`config.mk`:
```
export PLATFORM = sky130hd
export DESIGN_NAME = dos_sequencer
export DESIGN_NICKNAME = d
export VERILOG_FILES = /design/src/include/dos_pkg.sv /design/src/dos_sequencer.sv
export SDC_FILE = /design/constraint.sdc
export NUM_CORES = 1
export LEC_CHECK = 0
export ABC_AREA = 0
export BUFFER_PORTS_ARGS = -buffer_cell sky130_fd_sc_hd__buf_2
export CAP_MARGIN = 20
export CORE_ASPECT_RATIO = 1.4
export CORE_UTILIZATION = 50
export CTS_BUF_LIST = sky130_fd_sc_hd__clkbuf_4 sky130_fd_sc_hd__clkbuf_8
export CTS_CLUSTER_DIAMETER = 100
export DETAILED_ROUTE_END_ITERATION = 6
export GPL_TIMING_DRIVEN = 1
export PLACE_DENSITY = 0.78
export SYNTH_ARGS = -nofsm -noshare
export SYNTH_HDL_FRONTEND = slang
export SYNTH_SLANG_ARGS = --single-unit
```
`constraint.sdc`:
```
create_clock -name core_clk -period 2.7 [get_ports core_clk]
set_clock_uncertainty 0.15 [all_clocks]
set_input_delay 0.135 -clock core_clk [delete_from_list [all_inputs] [get_ports core_clk]]
set_output_delay 0.135 -clock core_clk [all_outputs]
set_load 0.03 [all_outputs]
```
`src/include/dos_pkg.sv`:
```
// Package: constants and types for the drive operating state sequencer
package dos_pkg;

  // ----------------------------------------------------------------
  // Bus register offsets (byte addresses)
  // ----------------------------------------------------------------
  localparam logic [3:0] CTRL_OFS   = 4'h0;
  localparam logic [3:0] CFG_OFS    = 4'h4;
  localparam logic [3:0] STAT_OFS   = 4'h8;
  localparam logic [3:0] PWRITE_OFS = 4'hC;

  // ----------------------------------------------------------------
  // Control word fields
  // ----------------------------------------------------------------
  localparam int CW_SWITCH_ON  = 0;
  localparam int CW_EN_VOLT    = 1;
  localparam int CW_QSTOP_N    = 2;
  localparam int CW_EN_OP      = 3;
  localparam int CW_FAULT_RST  = 7;
  localparam int CW_HALT       = 8;
  localparam int CW_FREEWHEEL  = 11;

  // ----------------------------------------------------------------
  // Configuration register fields
  // ----------------------------------------------------------------
  localparam int CFG_STOP_SEL  = 0;
  localparam int CFG_QS_HOLD   = 1;
  localparam int CFG_SEP_CTRL  = 2;
  localparam int CFG_CONTACTOR = 3;
  localparam int CFG_REF_CHAN  = 4;
  localparam int CFG_W         = 5;

  // Parameter-write register: bit 0 config, bit 1 adjustment
  localparam int PW_CONFIG     = 0;
  localparam int PW_ADJUST     = 1;

  // ----------------------------------------------------------------
  // Reset values and state word codes
  // ----------------------------------------------------------------
  localparam logic [15:0]        CTRL_RST = 16'h0000;
  localparam logic [CFG_W-1:0]   CFG_RST  = 5'h00;
  localparam logic [3:0]         SW_INIT  = 4'h1;
  localparam logic [3:0]         SW_DIS   = 4'h2;
  localparam logic [3:0]         SW_RDY   = 4'h3;
  localparam logic [3:0]         SW_ON    = 4'h4;
  localparam logic [3:0]         SW_OPEN  = 4'h5;
  localparam logic [3:0]         SW_QSTOP = 4'h6;
  localparam logic [3:0]         SW_FREACT= 4'h7;
  localparam logic [3:0]         SW_FAULT = 4'h8;

  // ----------------------------------------------------------------
  // Timing
  // ----------------------------------------------------------------
  localparam int CLK_MHZ       = 100;
  localparam int INIT_TIME_NS  = 100;
  localparam int INIT_CYCLES   = (INIT_TIME_NS * CLK_MHZ + 999) / 1000;

  typedef enum logic [3:0] {
    DOS_INIT, DOS_DISABLED, DOS_READY, DOS_SWITCHED_ON, DOS_OP_ENABLED,
    DOS_OP_STOPPING, DOS_QUICK_STOP, DOS_FAULT_REACT, DOS_FAULT
  } dos_state_t;

endpackage

```
`src/dos_sequencer.sv`:
```
// Drive operating state sequencer with Avalon-MM register slave
//
// Decided for this implementation: the placing of the registers and the Avalon-MM slave port.
`timescale 1ns/100ps
`default_nettype none

module dos_sequencer (
  // Clock and reset
  input  wire logic        core_clk,
  input  wire logic        arst_n,
  // Avalon-MM slave
  input  wire logic [3:0]  avs_address,
  input  wire logic        avs_read,
  input  wire logic        avs_write,
  input  wire logic [31:0] avs_writedata,
  input  wire logic [3:0]  avs_byteenable,
  output logic [31:0]      avs_readdata,
  output logic             avs_waitrequest,
  // Drive events
  input  wire logic        power_supply_ok,
  input  wire logic        channel_valid,
  input  wire logic        reference_rx,
  input  wire logic        reference_zero,
  input  wire logic        ramp_done,
  input  wire logic        fault_detect,
  input  wire logic        fault_resp_done,
  input  wire logic        stop_key,
  input  wire logic        term_freewheel,
  input  wire logic        autotune_req,
  // Drive controls
  output logic [3:0]       drive_state_word,
  output logic             power_stage_ready,
  output logic             motor_power,
  output logic             output_voltage,
  output logic             contactor_close,
  output logic             ramp_decel,
  output logic             fast_ramp,
  output logic             coast,
  output logic             config_write_ok,
  output logic             adjust_write_ok,
  output logic             autotune_start
);

  // ----------------------------------------------------------------
  // Registers
  // ----------------------------------------------------------------
  dos_pkg::dos_state_t     state_q;
  logic [15:0]             ctrl_q;
  logic [dos_pkg::CFG_W-1:0] quick_stop_behaviour_q;
  logic                    fault_rst_prev_q;
  logic                    ref_seen_q;
  logic                    cfg_write_q;
  logic [7:0]              init_cnt_q;
  logic                    ack_q;
  logic                    disable_op_stop_select;
  logic                    quick_stop_hold;

  assign disable_op_stop_select = quick_stop_behaviour_q[dos_pkg::CFG_STOP_SEL];
  assign quick_stop_hold        = quick_stop_behaviour_q[dos_pkg::CFG_QS_HOLD];

  function automatic logic [3:0] state_code(input dos_pkg::dos_state_t s);
    case (s)
      dos_pkg::DOS_DISABLED:    state_code = dos_pkg::SW_DIS;
      dos_pkg::DOS_READY:       state_code = dos_pkg::SW_RDY;
      dos_pkg::DOS_SWITCHED_ON: state_code = dos_pkg::SW_ON;
      dos_pkg::DOS_OP_ENABLED,
      dos_pkg::DOS_OP_STOPPING: state_code = dos_pkg::SW_OPEN;
      dos_pkg::DOS_QUICK_STOP:  state_code = dos_pkg::SW_QSTOP;
      dos_pkg::DOS_FAULT_REACT: state_code = dos_pkg::SW_FREACT;
      dos_pkg::DOS_FAULT:       state_code = dos_pkg::SW_FAULT;
      // Initialisation is hidden: report switch-on disabled
      default:                  state_code = dos_pkg::SW_DIS;
    endcase
  endfunction

  // ----------------------------------------------------------------
  // Bus slave: one wait cycle, answer on the second edge
  // ----------------------------------------------------------------
  logic bus_req;
  logic bus_take;
  assign bus_req  = avs_read | avs_write;
  assign bus_take = bus_req & ack_q;

  always_ff @(posedge core_clk or negedge arst_n) begin
    if (!arst_n) begin
      ack_q <= 1'b0;
    end else begin
      ack_q <= bus_req & ~ack_q;
    end
  end

  always_ff @(posedge core_clk or negedge arst_n) begin
    if (!arst_n) begin
      avs_waitrequest <= 1'b1;
    end else begin
      avs_waitrequest <= ~(bus_req & ~ack_q);
    end
  end

  always_ff @(posedge core_clk or negedge arst_n) begin
    if (!arst_n) begin
      avs_readdata <= 32'h0000_0000;
    end else if (avs_read & ~ack_q) begin
      case (avs_address)
        dos_pkg::CTRL_OFS:  avs_readdata <= {16'h0000, ctrl_q};
        dos_pkg::CFG_OFS:   avs_readdata <= {27'h000_0000, quick_stop_behaviour_q};
        dos_pkg::STAT_OFS:  avs_readdata <= {28'h000_0000, state_code(state_q)};
        default:            avs_readdata <= 32'h0000_0000;
      endcase
    end
  end

  logic cfg_allowed;
  assign cfg_allowed = (state_q == dos_pkg::DOS_DISABLED) || (state_q == dos_pkg::DOS_READY)
                     || (state_q == dos_pkg::DOS_SWITCHED_ON) || (state_q == dos_pkg::DOS_FAULT);

  always_ff @(posedge core_clk or negedge arst_n) begin
    if (!arst_n) begin
      ctrl_q <= dos_pkg::CTRL_RST;
    end else if (avs_write & bus_take & (avs_address == dos_pkg::CTRL_OFS)) begin
      if (avs_byteenable[0]) ctrl_q[7:0]  <= avs_writedata[7:0];
      if (avs_byteenable[1]) ctrl_q[15:8] <= avs_writedata[15:8];
    end
  end

  // Configuration writes are refused in states 1, 5, 6 and 7
  logic cfg_wr;
  assign cfg_wr = avs_write & bus_take & avs_byteenable[0] & cfg_allowed &
                  (((avs_address == dos_pkg::CFG_OFS)) ||
                   ((avs_address == dos_pkg::PWRITE_OFS) & avs_writedata[dos_pkg::PW_CONFIG]));

  always_ff @(posedge core_clk or negedge arst_n) begin
    if (!arst_n) begin
      quick_stop_behaviour_q <= dos_pkg::CFG_RST;
    end else if (cfg_wr & (avs_address == dos_pkg::CFG_OFS)) begin
      quick_stop_behaviour_q <= avs_writedata[dos_pkg::CFG_W-1:0];
    end
  end

  always_ff @(posedge core_clk or negedge arst_n) begin
    if (!arst_n) begin
      cfg_write_q <= 1'b0;
    end else begin
      cfg_write_q <= cfg_wr;
    end
  end

  // ----------------------------------------------------------------
  // Event qualifiers
  // ----------------------------------------------------------------
  always_ff @(posedge core_clk or negedge arst_n) begin
    if (!arst_n) begin
      ref_seen_q <= 1'b0;
    end else if (reference_rx) begin
      ref_seen_q <= 1'b1;
    end
  end

  always_ff @(posedge core_clk or negedge arst_n) begin
    if (!arst_n) begin
      fault_rst_prev_q <= 1'b0;
    end else begin
      fault_rst_prev_q <= ctrl_q[dos_pkg::CW_FAULT_RST];
    end
  end

  always_ff @(posedge core_clk or negedge arst_n) begin
    if (!arst_n) begin
      init_cnt_q <= 8'h00;
    end else if (state_q == dos_pkg::DOS_INIT) begin
      init_cnt_q <= init_cnt_q + 8'h01;
    end
  end

  logic cmd_shutdown;
  logic cmd_switch_on;
  logic cmd_enable_op;
  logic cmd_dis_volt;
  logic cmd_qstop;
  logic fault_reset;
  logic freewheel;
  logic enable_ok;
  logic supply_ok;
  logic operational;

  assign cmd_dis_volt  = ~ctrl_q[dos_pkg::CW_EN_VOLT];
  assign cmd_qstop     = ctrl_q[dos_pkg::CW_EN_VOLT] & ~ctrl_q[dos_pkg::CW_QSTOP_N];
  assign cmd_shutdown  = ctrl_q[dos_pkg::CW_EN_VOLT] & ctrl_q[dos_pkg::CW_QSTOP_N]
                       & ~ctrl_q[dos_pkg::CW_SWITCH_ON];
  assign cmd_switch_on = ctrl_q[dos_pkg::CW_EN_VOLT] & ctrl_q[dos_pkg::CW_QSTOP_N]
                       & ctrl_q[dos_pkg::CW_SWITCH_ON];
  assign cmd_enable_op = cmd_switch_on & ctrl_q[dos_pkg::CW_EN_OP];
  assign fault_reset   = ctrl_q[dos_pkg::CW_FAULT_RST] & ~fault_rst_prev_q;
  assign freewheel     = term_freewheel | ctrl_q[dos_pkg::CW_FREEWHEEL];
  // Channel must be valid; a shared reference channel needs one reference first
  assign enable_ok     = channel_valid &
                         (~quick_stop_behaviour_q[dos_pkg::CFG_REF_CHAN] | ref_seen_q);
  // Integrated supply stages always count as supplied here
  assign supply_ok     = power_supply_ok | ~quick_stop_behaviour_q[dos_pkg::CFG_SEP_CTRL];
  assign operational   = (state_q == dos_pkg::DOS_SWITCHED_ON) || (state_q == dos_pkg::DOS_OP_ENABLED)
                       || (state_q == dos_pkg::DOS_OP_STOPPING) || (state_q == dos_pkg::DOS_QUICK_STOP);

  // ----------------------------------------------------------------
  // State machine
  // ----------------------------------------------------------------
  always_ff @(posedge core_clk or negedge arst_n) begin
    if (!arst_n) begin
      state_q <= dos_pkg::DOS_INIT;
    end else if (fault_detect & operational) begin
      state_q <= dos_pkg::DOS_FAULT_REACT;
    end else begin
      case (state_q)
        dos_pkg::DOS_INIT: begin
          if (init_cnt_q >= 8'(dos_pkg::INIT_CYCLES - 1))
            state_q <= dos_pkg::DOS_DISABLED;
        end
        dos_pkg::DOS_DISABLED: begin
          if (cmd_shutdown & ~freewheel) state_q <= dos_pkg::DOS_READY;
        end
        dos_pkg::DOS_READY: begin
          if (cmd_dis_volt | cmd_qstop | freewheel) state_q <= dos_pkg::DOS_DISABLED;
          else if (cmd_switch_on & supply_ok) state_q <= dos_pkg::DOS_SWITCHED_ON;
        end
        dos_pkg::DOS_SWITCHED_ON: begin
          if (cmd_dis_volt | cmd_qstop | freewheel | cfg_write_q)
            state_q <= dos_pkg::DOS_DISABLED;
          else if (cmd_shutdown) state_q <= dos_pkg::DOS_READY;
          else if (cmd_enable_op & enable_ok) state_q <= dos_pkg::DOS_OP_ENABLED;
        end
        dos_pkg::DOS_OP_ENABLED: begin
          if (cmd_dis_volt | freewheel) state_q <= dos_pkg::DOS_DISABLED;
          else if (cmd_qstop) state_q <= dos_pkg::DOS_QUICK_STOP;
          else if (cmd_shutdown) state_q <= dos_pkg::DOS_READY;
          else if (cmd_switch_on & ~ctrl_q[dos_pkg::CW_EN_OP]) begin
            if (disable_op_stop_select) state_q <= dos_pkg::DOS_OP_STOPPING;
            else state_q <= dos_pkg::DOS_SWITCHED_ON;
          end
        end
        dos_pkg::DOS_OP_STOPPING: begin
          if (cmd_dis_volt | freewheel) state_q <= dos_pkg::DOS_DISABLED;
          else if (ramp_done) state_q <= dos_pkg::DOS_SWITCHED_ON;
        end
        dos_pkg::DOS_QUICK_STOP: begin
          if (cmd_dis_volt | stop_key | freewheel)
            state_q <= dos_pkg::DOS_DISABLED;
          else if (ramp_done & ~quick_stop_hold)
            state_q <= dos_pkg::DOS_DISABLED;
        end
        dos_pkg::DOS_FAULT_REACT: begin
          if (fault_resp_done) state_q <= dos_pkg::DOS_FAULT;
        end
        dos_pkg::DOS_FAULT: begin
          if (fault_reset & ~fault_detect) state_q <= dos_pkg::DOS_DISABLED;
        end
        default: state_q <= dos_pkg::DOS_DISABLED;
      endcase
    end
  end

  // ----------------------------------------------------------------
  // Registered drive outputs, decoded from the state
  // ----------------------------------------------------------------
  logic run_st;
  logic qs_st;
  logic on_st;
  assign run_st = (state_q == dos_pkg::DOS_OP_ENABLED) || (state_q == dos_pkg::DOS_OP_STOPPING);
  assign qs_st  = (state_q == dos_pkg::DOS_QUICK_STOP) & ~ramp_done;
  assign on_st  = (state_q == dos_pkg::DOS_SWITCHED_ON) || run_st;

  always_ff @(posedge core_clk or negedge arst_n) begin
    if (!arst_n) begin
      drive_state_word  <= dos_pkg::SW_DIS;
      power_stage_ready <= 1'b0;
      motor_power       <= 1'b0;
      output_voltage    <= 1'b0;
      contactor_close   <= 1'b0;
      ramp_decel        <= 1'b0;
      fast_ramp         <= 1'b0;
      coast             <= 1'b0;
      config_write_ok   <= 1'b0;
      adjust_write_ok   <= 1'b0;
      autotune_start    <= 1'b0;
    end else begin
      drive_state_word  <= state_code(state_q);
      power_stage_ready <= on_st | (state_q == dos_pkg::DOS_QUICK_STOP);
      // Halt or zero reference removes torque but keeps state 5
      motor_power       <= (run_st & ~ctrl_q[dos_pkg::CW_HALT] & ~reference_zero)
                         | qs_st;
      output_voltage    <= run_st | qs_st;
      contactor_close   <= quick_stop_behaviour_q[dos_pkg::CFG_CONTACTOR] &
                           (on_st | (state_q == dos_pkg::DOS_QUICK_STOP));
      ramp_decel        <= state_q == dos_pkg::DOS_OP_STOPPING;
      fast_ramp         <= qs_st;
      coast             <= ~(run_st | qs_st);
      config_write_ok   <= cfg_allowed;
      adjust_write_ok   <= state_q != dos_pkg::DOS_INIT;
      autotune_start    <= autotune_req & (state_q == dos_pkg::DOS_OP_ENABLED);
    end
  end
endmodule // dos_sequencer

`default_nettype wire

```
==> flow_summary.yaml, run 1 <==
timing:
  fin_crit_ns: 2.48
  fmax_ghz: 0.403
  drv_slew: 0
  setup_tns_ns: 0
  setup_viol: 0
  tightestPinTransition_ns: 0.758
  rsz0062_at_grt: "false"
  report.final.hold_viol_count: 0
  min_period_over_period_pct: 92.0
  slew_headroom_pct: 49.5
floorplanning:
  initial_core_util_pct: 52.0
  ios: 101
  rows: 34
  die_x_microns: 69.9
  fp.dieH_microns: 97.1
  die_area_sq_um: 6790
  core-area_sq_um: 6210
detailed_routing:
  wl_per_cell_microns: 14.9
  vias: 2472
  drtIter0Drc: 107
  drt-total-wl_mm: 6.98
  drtPass1Iterations: 4
  ant_nets: 0
  viasPerCell: 5.29
  drc: 0
clock_tree:
  cts-root-buf: "clkbuf_8"
  cts.repair.resized: 0
  clock_latency_ns: 0.36
  clock_path_buffers: 2
  clkSinkCount: 68
  ctsHtreeMaxLevel: 3
  cts_setup_buffers: 0
  numCtsBuffers: 9
  clk_pin_slew_ns: 0.08
  cts_tree: "yes"
grt:
  gr-total-overflow: 0
  grt_pass1_vias: 2442
  grt_antenna_before_repair: 0
  track_usage_pct: 22.3
  grt_pass1_wl_mm: 11.6
  grt_start_max_net_pins: 38
logic_synthesis:
  synth_largest_area_cell: "dfrtp_1"
  synth_area_leaders: "dfrtp_1, mux2_1, buf_4"
  yosysWarnings: 0
  yosysSeqAreaShare_pct: 52.7
  synth_area_per_cell_sq_um: 10.9
  synth_ff_type: "dfrtp_1"
  ys_ff_latch: 68
  syn_inst: 296
  synth_edf_count: 0
  netlist.area_leader.share_pct: 51.1
  postSynth.asyncResetShare_pct: 100
  synth_area_sq_um: 3230
  synth_cell_types: 58
power:
  finalPower_uw: 3310
  power_density_nw_per_um2: 816
  ir_drop_mv: 0.539
  leakagePower_uw: 0.00201
critical_path:
  crit_path_end_kind: "register"
  crit_buf_inv: 1
  cp-start-kind: "register"
  cp.arrival_ns: 2.63
  cpPeakStageDelay_ns: 0.62
  critPathMaxFanout: 16
  cp_slowest_cell: "dlygate4sd3_1"
  path_delay_family: "compound AO/OA/AOI/OAI gates"
  path_class: "register to register"
  path_cells: "o21a_1, nor3_1, nand3_1, a2111oi_0, dlygate4sd3_1"
  required_ns: 2.84
final_layout:
  instances_no_fill: 467
  n_fill_cell: 505
  antennaDiodeCount: 0
  multi_input_area_sq_um: 1340
  drive_above_1_share_pct: 25.6
  nets: 447
  register_area_sq_um: 1700
  final_util_pct: 65.3
  area_growth_pct: 25.5
  stdcell_area_sq_um: 4050
  layout_common_cells: "dfrtp_1, buf_2, nand2_1"
min_path:
  hp-class: "input pin to register"
placed_design:
  gp_congestion: 0.933
  place_hpwl_mm: 4.93
  dp.cells: 424
  port_buffers: 66
  dpl_cell_area_sq_um: 3580
status:
  status: "finished, final reports clean"
run:
  maxCapViolCount: 0
[flip-flops by register name (all words and copies together) (netlist names), 4 cells and up]
signal / cells
drive_state_word: 4
ctrl_q: 16
quick_stop_behaviour_q: 5
state_q: 4
init_cnt_q: 8
avs_readdata: 16
[power by group]
group | switching (uW) | internal, uW
clock network | 425 | 440
registers | 207 | 1210
logic | 614 | 414
total | 1250 | 2060
[cells in the mapped netlist (3+ instances only)]
cell type	n
clkbuf_1	6
mux2_1	21
o31ai_1	3
nor2_1	14
o21ai_1	10
nor3_1	7
buf_4	17
inv_1	13
nand2b_1	6
and2_1	3
ha_1	3
nand2_1	34
and3_1	3
a21oi_1	5
o21ai_0	5
a2111oi_0	4
a22o_1	4
nand4_1	3
dfrtp_1	66
xnor2_1	6
a2bb2oi_1	3
mux2i_1	8
buf_2	7
[metal layers]
layer | part of all wire [%] | track usage (%) | up-vias
met3 | 3.2 | 5.60 | 14
met4 | 2.4 | 10.0 | 0
met1 | 42 | 25.7 | 1199
met5 | 0 | 0 | -
li1 | - | - | 1196
met2 | 53 | 38.5 | 63
[final timing paths]
check                                     start                  end  slack, ns  cells after the start
worst max register to register       state_q[1]          cfg_write_q       0.22                      5
max in group asynchronous                arst_n  drive_state_word[1]       1.42                      3
worst min-delay path             avs_address[3]      avs_readdata[0]       0.07                      3
worst max-delay path                 state_q[1]          cfg_write_q       0.22                      5
worst min register to register  avs_readdata[9]      avs_readdata[9]       0.34                      2
min in group asynchronous                arst_n      avs_readdata[9]       0.25                      2
[worst reg2reg max path: stages, from the launching register on]
cell           delay [ns]
dfrtp_1              0.54
o21a_1               0.24
nor3_1               0.27
nand3_1              0.18
a2111oi_0            0.43
dlygate4sd3_1        0.62
[cells by family after synthesis]
kind of cell             synth area share (%)
AO/OA/AOI/OAI                            12.4
XOR/XNOR                                 2.17
adder cells (fa/ha/maj)                  1.16
buffers and inverters                    7.47
flip-flops                               52.7
multiplexers                             9.80
other                                   0.116
AND/OR/NAND/NOR                          14.1
[layout make-up]
cell class	instances	area share, %
Multi-Input combinational cell	198	33.1
Clock buffer	9	3.06
Inverter	14	1.30
Timing Repair Buffer	99	16.2
Sequential cell	68	42.0
Tap cell	72	2.22
Clock inverter	7	2.07
[through the flow]
stage	hold WS, ns	setup WS (ns)
6_report	0.0663	0.217
5_1_grt	0.0769	0.0686
4_1_cts	0.0567	0.315
3_5_place_dp	0.0954	0.529
3_3_place_gp	0.0876	0.567
2_1_floorplan	-0.311	0.805
[timing repair]
item / CTS / global route
endpoints found under the setup margin: 0 / 0
hold buffers: 27 / 0
endpoints found under the hold margin: 61 / 0
Power figures use the tool's default switching activity.
==> inputs of run 2 (changes only) <==
==> constraint.sdc (replaced) <==
create_clock -name core_clk -period 2.8 [get_ports core_clk]
set_clock_uncertainty 0.15 [all_clocks]
set_input_delay 0.14 -clock core_clk [delete_from_list [all_inputs] [get_ports core_clk]]
set_output_delay 0.14 -clock core_clk [all_outputs]
set_load 0.03 [all_outputs]
==> flow_summary.yaml, run 2 (synthesis gave the netlist of run 1 again) <==
power:
  power.share.clock_pct: 25.6
  leakagePower_uw: 0.00200
  ir_drop_mv: 0.416
  seqPwrFrac_pct: 44.2
  switching_power_uw: 1160
  p_int_uw: 1960
  combPwrFrac_pct: 30.2
  power_density_nw_per_um2: 773
  p_sw_share_pct: 37.2
critical_path:
  crit_buf_inv: 1
  startpoint: "state_q[1]"
  r2r-start: "state_q[1]"
  crit_path_end_kind: "register"
  path_class: "register to register"
  path_cells: "o21a_1, nor3_1, nand3_1, a2111oi_0, dlygate4sd3_1"
  path_delay_family: "compound AO/OA/AOI/OAI gates"
  cp_slowest_cell: "dlygate4sd3_1"
  cp-start-kind: "register"
  r2r_setup_slack_ns: 0.24
  worstRegToRegCells: 5
  cp.arrival_ns: 2.68
  cpPeakStageDelay_ns: 0.65
  required_ns: 2.92
  critPathMaxFanout: 16
  r2r-end: "cfg_write_q"
clock_tree:
  cts_tree: "yes"
  clock_latency_ns: 0.35
  clk_pin_slew_ns: 0.07
  clock_path_buffers: 2
  ctsHtreeMaxLevel: 3
  numCtsBuffers: 9
  cts-root-buf: "clkbuf_8"
  clkSinkCount: 68
min_path:
  whs_endpoint: "state_q[2]"
  min_from: "fault_detect"
  hold_depth: 3
  hp-class: "input pin to register"
placed_design:
  dpl_cell_area_sq_um: 3560
  port_buffers: 66
  gp_congestion: 0.891
  place_hpwl_mm: 4.78
final_layout:
  drive_above_1_share_pct: 25.9
  area_growth_pct: 24.9
  n_fill_cell: 528
  top_regs: "avs_readdata x16, ctrl_q x16, init_cnt_q x8"
  final_common_cell: "buf_2"
  stdcell_area_sq_um: 4040
  antennaDiodeCount: 0
  nets: 446
  layout_common_cells: "buf_2, dfrtp_1, nand2_1"
detailed_routing:
  wl_per_cell_microns: 14.8
  wl_met2_mm: 3.67
  drtIter0Drc: 111
  drc: 0
  ant_nets: 0
  drt-total-wl_mm: 6.91
  m1WireLength_mm: 2.77
  topRoutingLayerUsed: "met4"
  vias: 2481
  drtPass1Iterations: 4
  dr_wl_met3_microns: 271
  viasPerCell: 5.32
timing:
  setup_tns_ns: 0
  drv_slew: 0
  min_period_over_period_pct: 91.4
  rsz0062_at_grt: "false"
  slew_headroom_pct: 61.6
  tightestPinTransition_ns: 0.575
  fmax_ghz: 0.391
  report.final.hold_viol_count: 0
  fin_crit_ns: 2.56
  setup_viol: 0
grt:
  grt_start_max_net_pins: 46
  grt_pass1_vias: 2464
  gr-total-overflow: 0
  track_usage_pct: 21.7
  grt_pass1_wl_mm: 11.5
  grt_antenna_before_repair: 0
run:
  maxCapViolCount: 0
status:
  status: "finished, final reports clean"
floorplanning:
  fp.dieH_microns: 97.1
  die_area_sq_um: 6790
  die_x_microns: 69.9
  initial_core_util_pct: 52.0
  rows: 34
  ios: 101
  core-area_sq_um: 6210
==> run 2: changes by cell type in the layout (fill, tap and decap cells not counted) <==
cell / delta
clkinvlp_4: -1
dfrtp_1: -1
clkinv_2: +2
dfrtp_2: +1
inv_8: -1
dlygate4sd3_1: -1
==> run 2: tightest hold or removal path: cells and delay by family <==
| kind | cells | cell delay (ns) |
|---|---|---|
| muxes | 1 | 0.12 |
| buffers and inverters | 1 | 0.11 |
| AOI/OAI and AO/OA | 1 | 0.08 |
==> run 2: per-layer routing <==
metal	GRT usage, %	vias up
met5	0	-
met4	10.0	0
met3	5.08	19
met2	36.9	69
met1	25.7	1207
li1	-	1186
==> run 2: repair_timing <==
action / CTS / global route
hold buffers: 25 / 1
endpoints found under the hold margin: 69 / 2
resized for setup: 0 / 1
buffers inserted: 0 / 0
setup endpoints to repair: 0 / 1
==> run 2: how the worst max path moves through the flow <==
stage                                      to  slack, ns  depth (start not counted)
floorplan                          state_q[0]       0.90                          6
global placement    quick_stop_behaviour_q[4]       0.55                          5
detailed placement  quick_stop_behaviour_q[1]       0.52                          5
CTS                               cfg_write_q       0.27                          5
global route                      cfg_write_q       0.09                          5
finish                            cfg_write_q       0.24                          5
==> run 2: stage by stage <==
| step | instances | hold slack (ns) | power [uW] | util (%) | setup slack, ns |
|---|---|---|---|---|---|
| 2_1_floorplan | 311 | -0.306 | 2080 | - | 0.905 |
| 3_3_place_gp | 423 | 0.179 | 2280 | 57.3 | 0.553 |
| 3_5_place_dp | 423 | 0.181 | 2310 | 57.3 | 0.524 |
| 4_1_cts | 464 | 0.00866 | 3130 | 64.5 | 0.267 |
| 5_1_grt | 466 | 0.0273 | 3310 | 65.0 | 0.0874 |
| 6_report | 466 | 0.0147 | 3120 | 65.0 | 0.242 |
==> run 2: area by class of cell <==
type / count / area, sq um / share of cell area, %
Clock buffer: 9 / 124 / 3.07
Clock inverter: 7 / 75.1 / 1.86
Inverter: 14 / 52.6 / 1.30
Multi-Input combinational cell: 198 / 1340 / 33.2
Sequential cell: 68 / 1710 / 42.3
Tap cell: 72 / 90.1 / 2.23
Timing Repair Buffer: 98 / 648 / 16.1
==> run 2: power by group through the flow <==
stage	Clock (uW)	Combinational (uW)	Sequential, uW
after global placement	0	890	1390
after CTS	813	943	1370
after detailed placement	0	913	1390
after global routing	859	1040	1410
final	799	944	1380
after floorplan	0	651	1430
==> inputs of run 3 (changes only) <==
--- a/config.mk
+++ b/config.mk
@@ -14,6 +14,7 @@
 export CTS_CLUSTER_DIAMETER = 100
 export DETAILED_ROUTE_END_ITERATION = 6
 export GPL_TIMING_DRIVEN = 1
+export MAX_ROUTING_LAYER = met4
 export PLACE_DENSITY = 0.78
 export SYNTH_ARGS = -nofsm -noshare
 export SYNTH_HDL_FRONTEND = slang
==> constraint.sdc (replaced) <==
create_clock -name core_clk -period 2.8 [get_ports core_clk]
set_clock_uncertainty 0.15 [all_clocks]
set_input_delay 0.42 -clock core_clk [delete_from_list [all_inputs] [get_ports core_clk]]
set_output_delay 0.42 -clock core_clk [all_outputs]
set_load 0.03 [all_outputs]
==> flow_summary.yaml, run 3 (synthesis gave the netlist of run 1 again) <==
timing:
  holdWs_ns: 0.106
  slew_headroom_pct: 61.8
  fmax_ghz: 0.451
  drv_slew: 0
  setup_tns_ns: 0
  setup_viol: 0
  fin_crit_ns: 2.22
  setup_ws_ns: 0.581
  report.final.hold_viol_count: 0
  rsz0062_at_grt: "false"
  tightestPinTransition_ns: 0.572
  min_period_over_period_pct: 79.3
grt:
  grt_pass1_wl_mm: 10.8
  grt_pass1_vias: 2327
  track_usage_pct: 21.2
  grt_antenna_before_repair: 0
  gr-total-overflow: 0
  grt_start_max_net_pins: 33
detailed_routing:
  drc: 0
  vias: 2376
  drtIter0Drc: 129
  ant_nets: 0
  wl_per_cell_microns: 14.7
  viasPerCell: 5.39
  drt-total-wl_mm: 6.50
  drtPass1Iterations: 4
clock_tree:
  cts_setup_buffers: 0
  clkSinkCount: 68
  numCtsBuffers: 9
  clk_pin_slew_ns: 0.08
  cts-root-buf: "clkbuf_8"
  clock_path_buffers: 2
  ctsHtreeMaxLevel: 3
  cts.repair.resized: 0
  clock_latency_ns: 0.34
  postCtsHoldBufs: 1
  cts_tree: "yes"
placed_design:
  port_buffers: 66
  place_hpwl_mm: 4.90
  dpl_cell_area_sq_um: 3560
  gp_congestion: 0.939
  place_ws_ns: 0.312
final_layout:
  register_area_sq_um: 1700
  antennaDiodeCount: 0
  layout_common_cells: "dfrtp_1, buf_2, nand2_1"
  nets: 421
  multi_input_area_sq_um: 1340
  area_growth_pct: 17.5
  drive_above_1_share_pct: 27.4
  n_fill_cell: 525
  top_regs: "avs_readdata x16, ctrl_q x16, init_cnt_q x8"
  final_util_pct: 61.1
  stdcell_area_sq_um: 3800
floorplanning:
  initial_core_util_pct: 52.0
  die_x_microns: 69.9
  rows: 34
  die_area_sq_um: 6790
  ios: 101
  fp.dieH_microns: 97.1
  core-area_sq_um: 6210
critical_path:
  path_delay_family: "compound AO/OA/AOI/OAI gates"
  critPathMaxFanout: 17
  crit_buf_inv: 0
  cp-start-kind: "register"
  cpPeakStageDelay_ns: 0.71
  path_class: "register to register"
  crit_path_end_kind: "register"
  cp_slowest_cell: "dfrtp_1"
  required_ns: 2.92
  cp.arrival_ns: 2.34
  path_cells: "nand2b_1, o32a_1, a2bb2oi_1, o211ai_2, mux2i_1"
run:
  maxCapViolCount: 0
power:
  power_density_nw_per_um2: 839
  leakagePower_uw: 0.00190
  ir_drop_mv: 0.422
status:
  status: "finished, final reports clean"
min_path:
  hp-class: "input pin to register"
==> run 3: cell count changes in the layout (fill, tap and decap cells not counted), sizes merged <==
| cell | change |
|---|---|
| bufinv | +1 |
| clkinv | -1 |
| dlygate4sd3 | -25 |
==> run 3: final timing paths <==
check | startpoint | cells past startpoint | slack, ns | end
min reg2reg | init_cnt_q[7] | 1 | 0.31 | init_cnt_q[7]
min in group asynchronous | arst_n | 2 | 0.35 | avs_readdata[9]
max reg2reg | state_q[2] | 5 | 0.58 | state_q[1]
max | state_q[2] | 5 | 0.58 | state_q[1]
min | reference_rx | 2 | 0.11 | ref_seen_q
max in group asynchronous | arst_n | 3 | 1.39 | drive_state_word[1]
==> run 3: routing by layer <==
| metal | track usage (%) | up-vias | routed length (microns) |
|---|---|---|---|
| met1 | 24.7 | 1159 | 2670 |
| met3 | 3.73 | 12 | 245 |
| li1 | - | 1141 | - |
| met5 | - | - | 0 |
| met2 | 34.1 | 64 | 3430 |
| met4 | 12.2 | 0 | 157 |
==> run 3: area by class of cell <==
cell class                 count  area share, %
inverter                      14           1.38
timing repair buffer          73           10.1
clock inverter                 7           2.64
tap                           72           2.37
multi-input combinational    198           35.3
clock buffer                   9           3.26
sequential                    68           44.9
==> run 3: worst reg2reg max path: cells and delay by family, from the launching register on <==
family | cells | cell delay [ns]
AOI/OAI and AO/OA | 3 | 0.80
DFF | 1 | 0.71
and+or+nand+nor | 1 | 0.28
muxes | 1 | 0.22
==> run 3: report_power, final <==
part | total [uW] | internal [uW] | switching [uW]
clock network | 893 | 507 | 386
logic | 938 | 360 | 578
registers | 1350 | 1160 | 190
total | 3190 | 2030 | 1150
==> run 3: stage by stage <==
step	std cells	total power, uW
global route	441	3370
global placement	424	2280
finish	441	3190
detailed placement	424	2310
CTS	441	3210
floorplan	311	2080
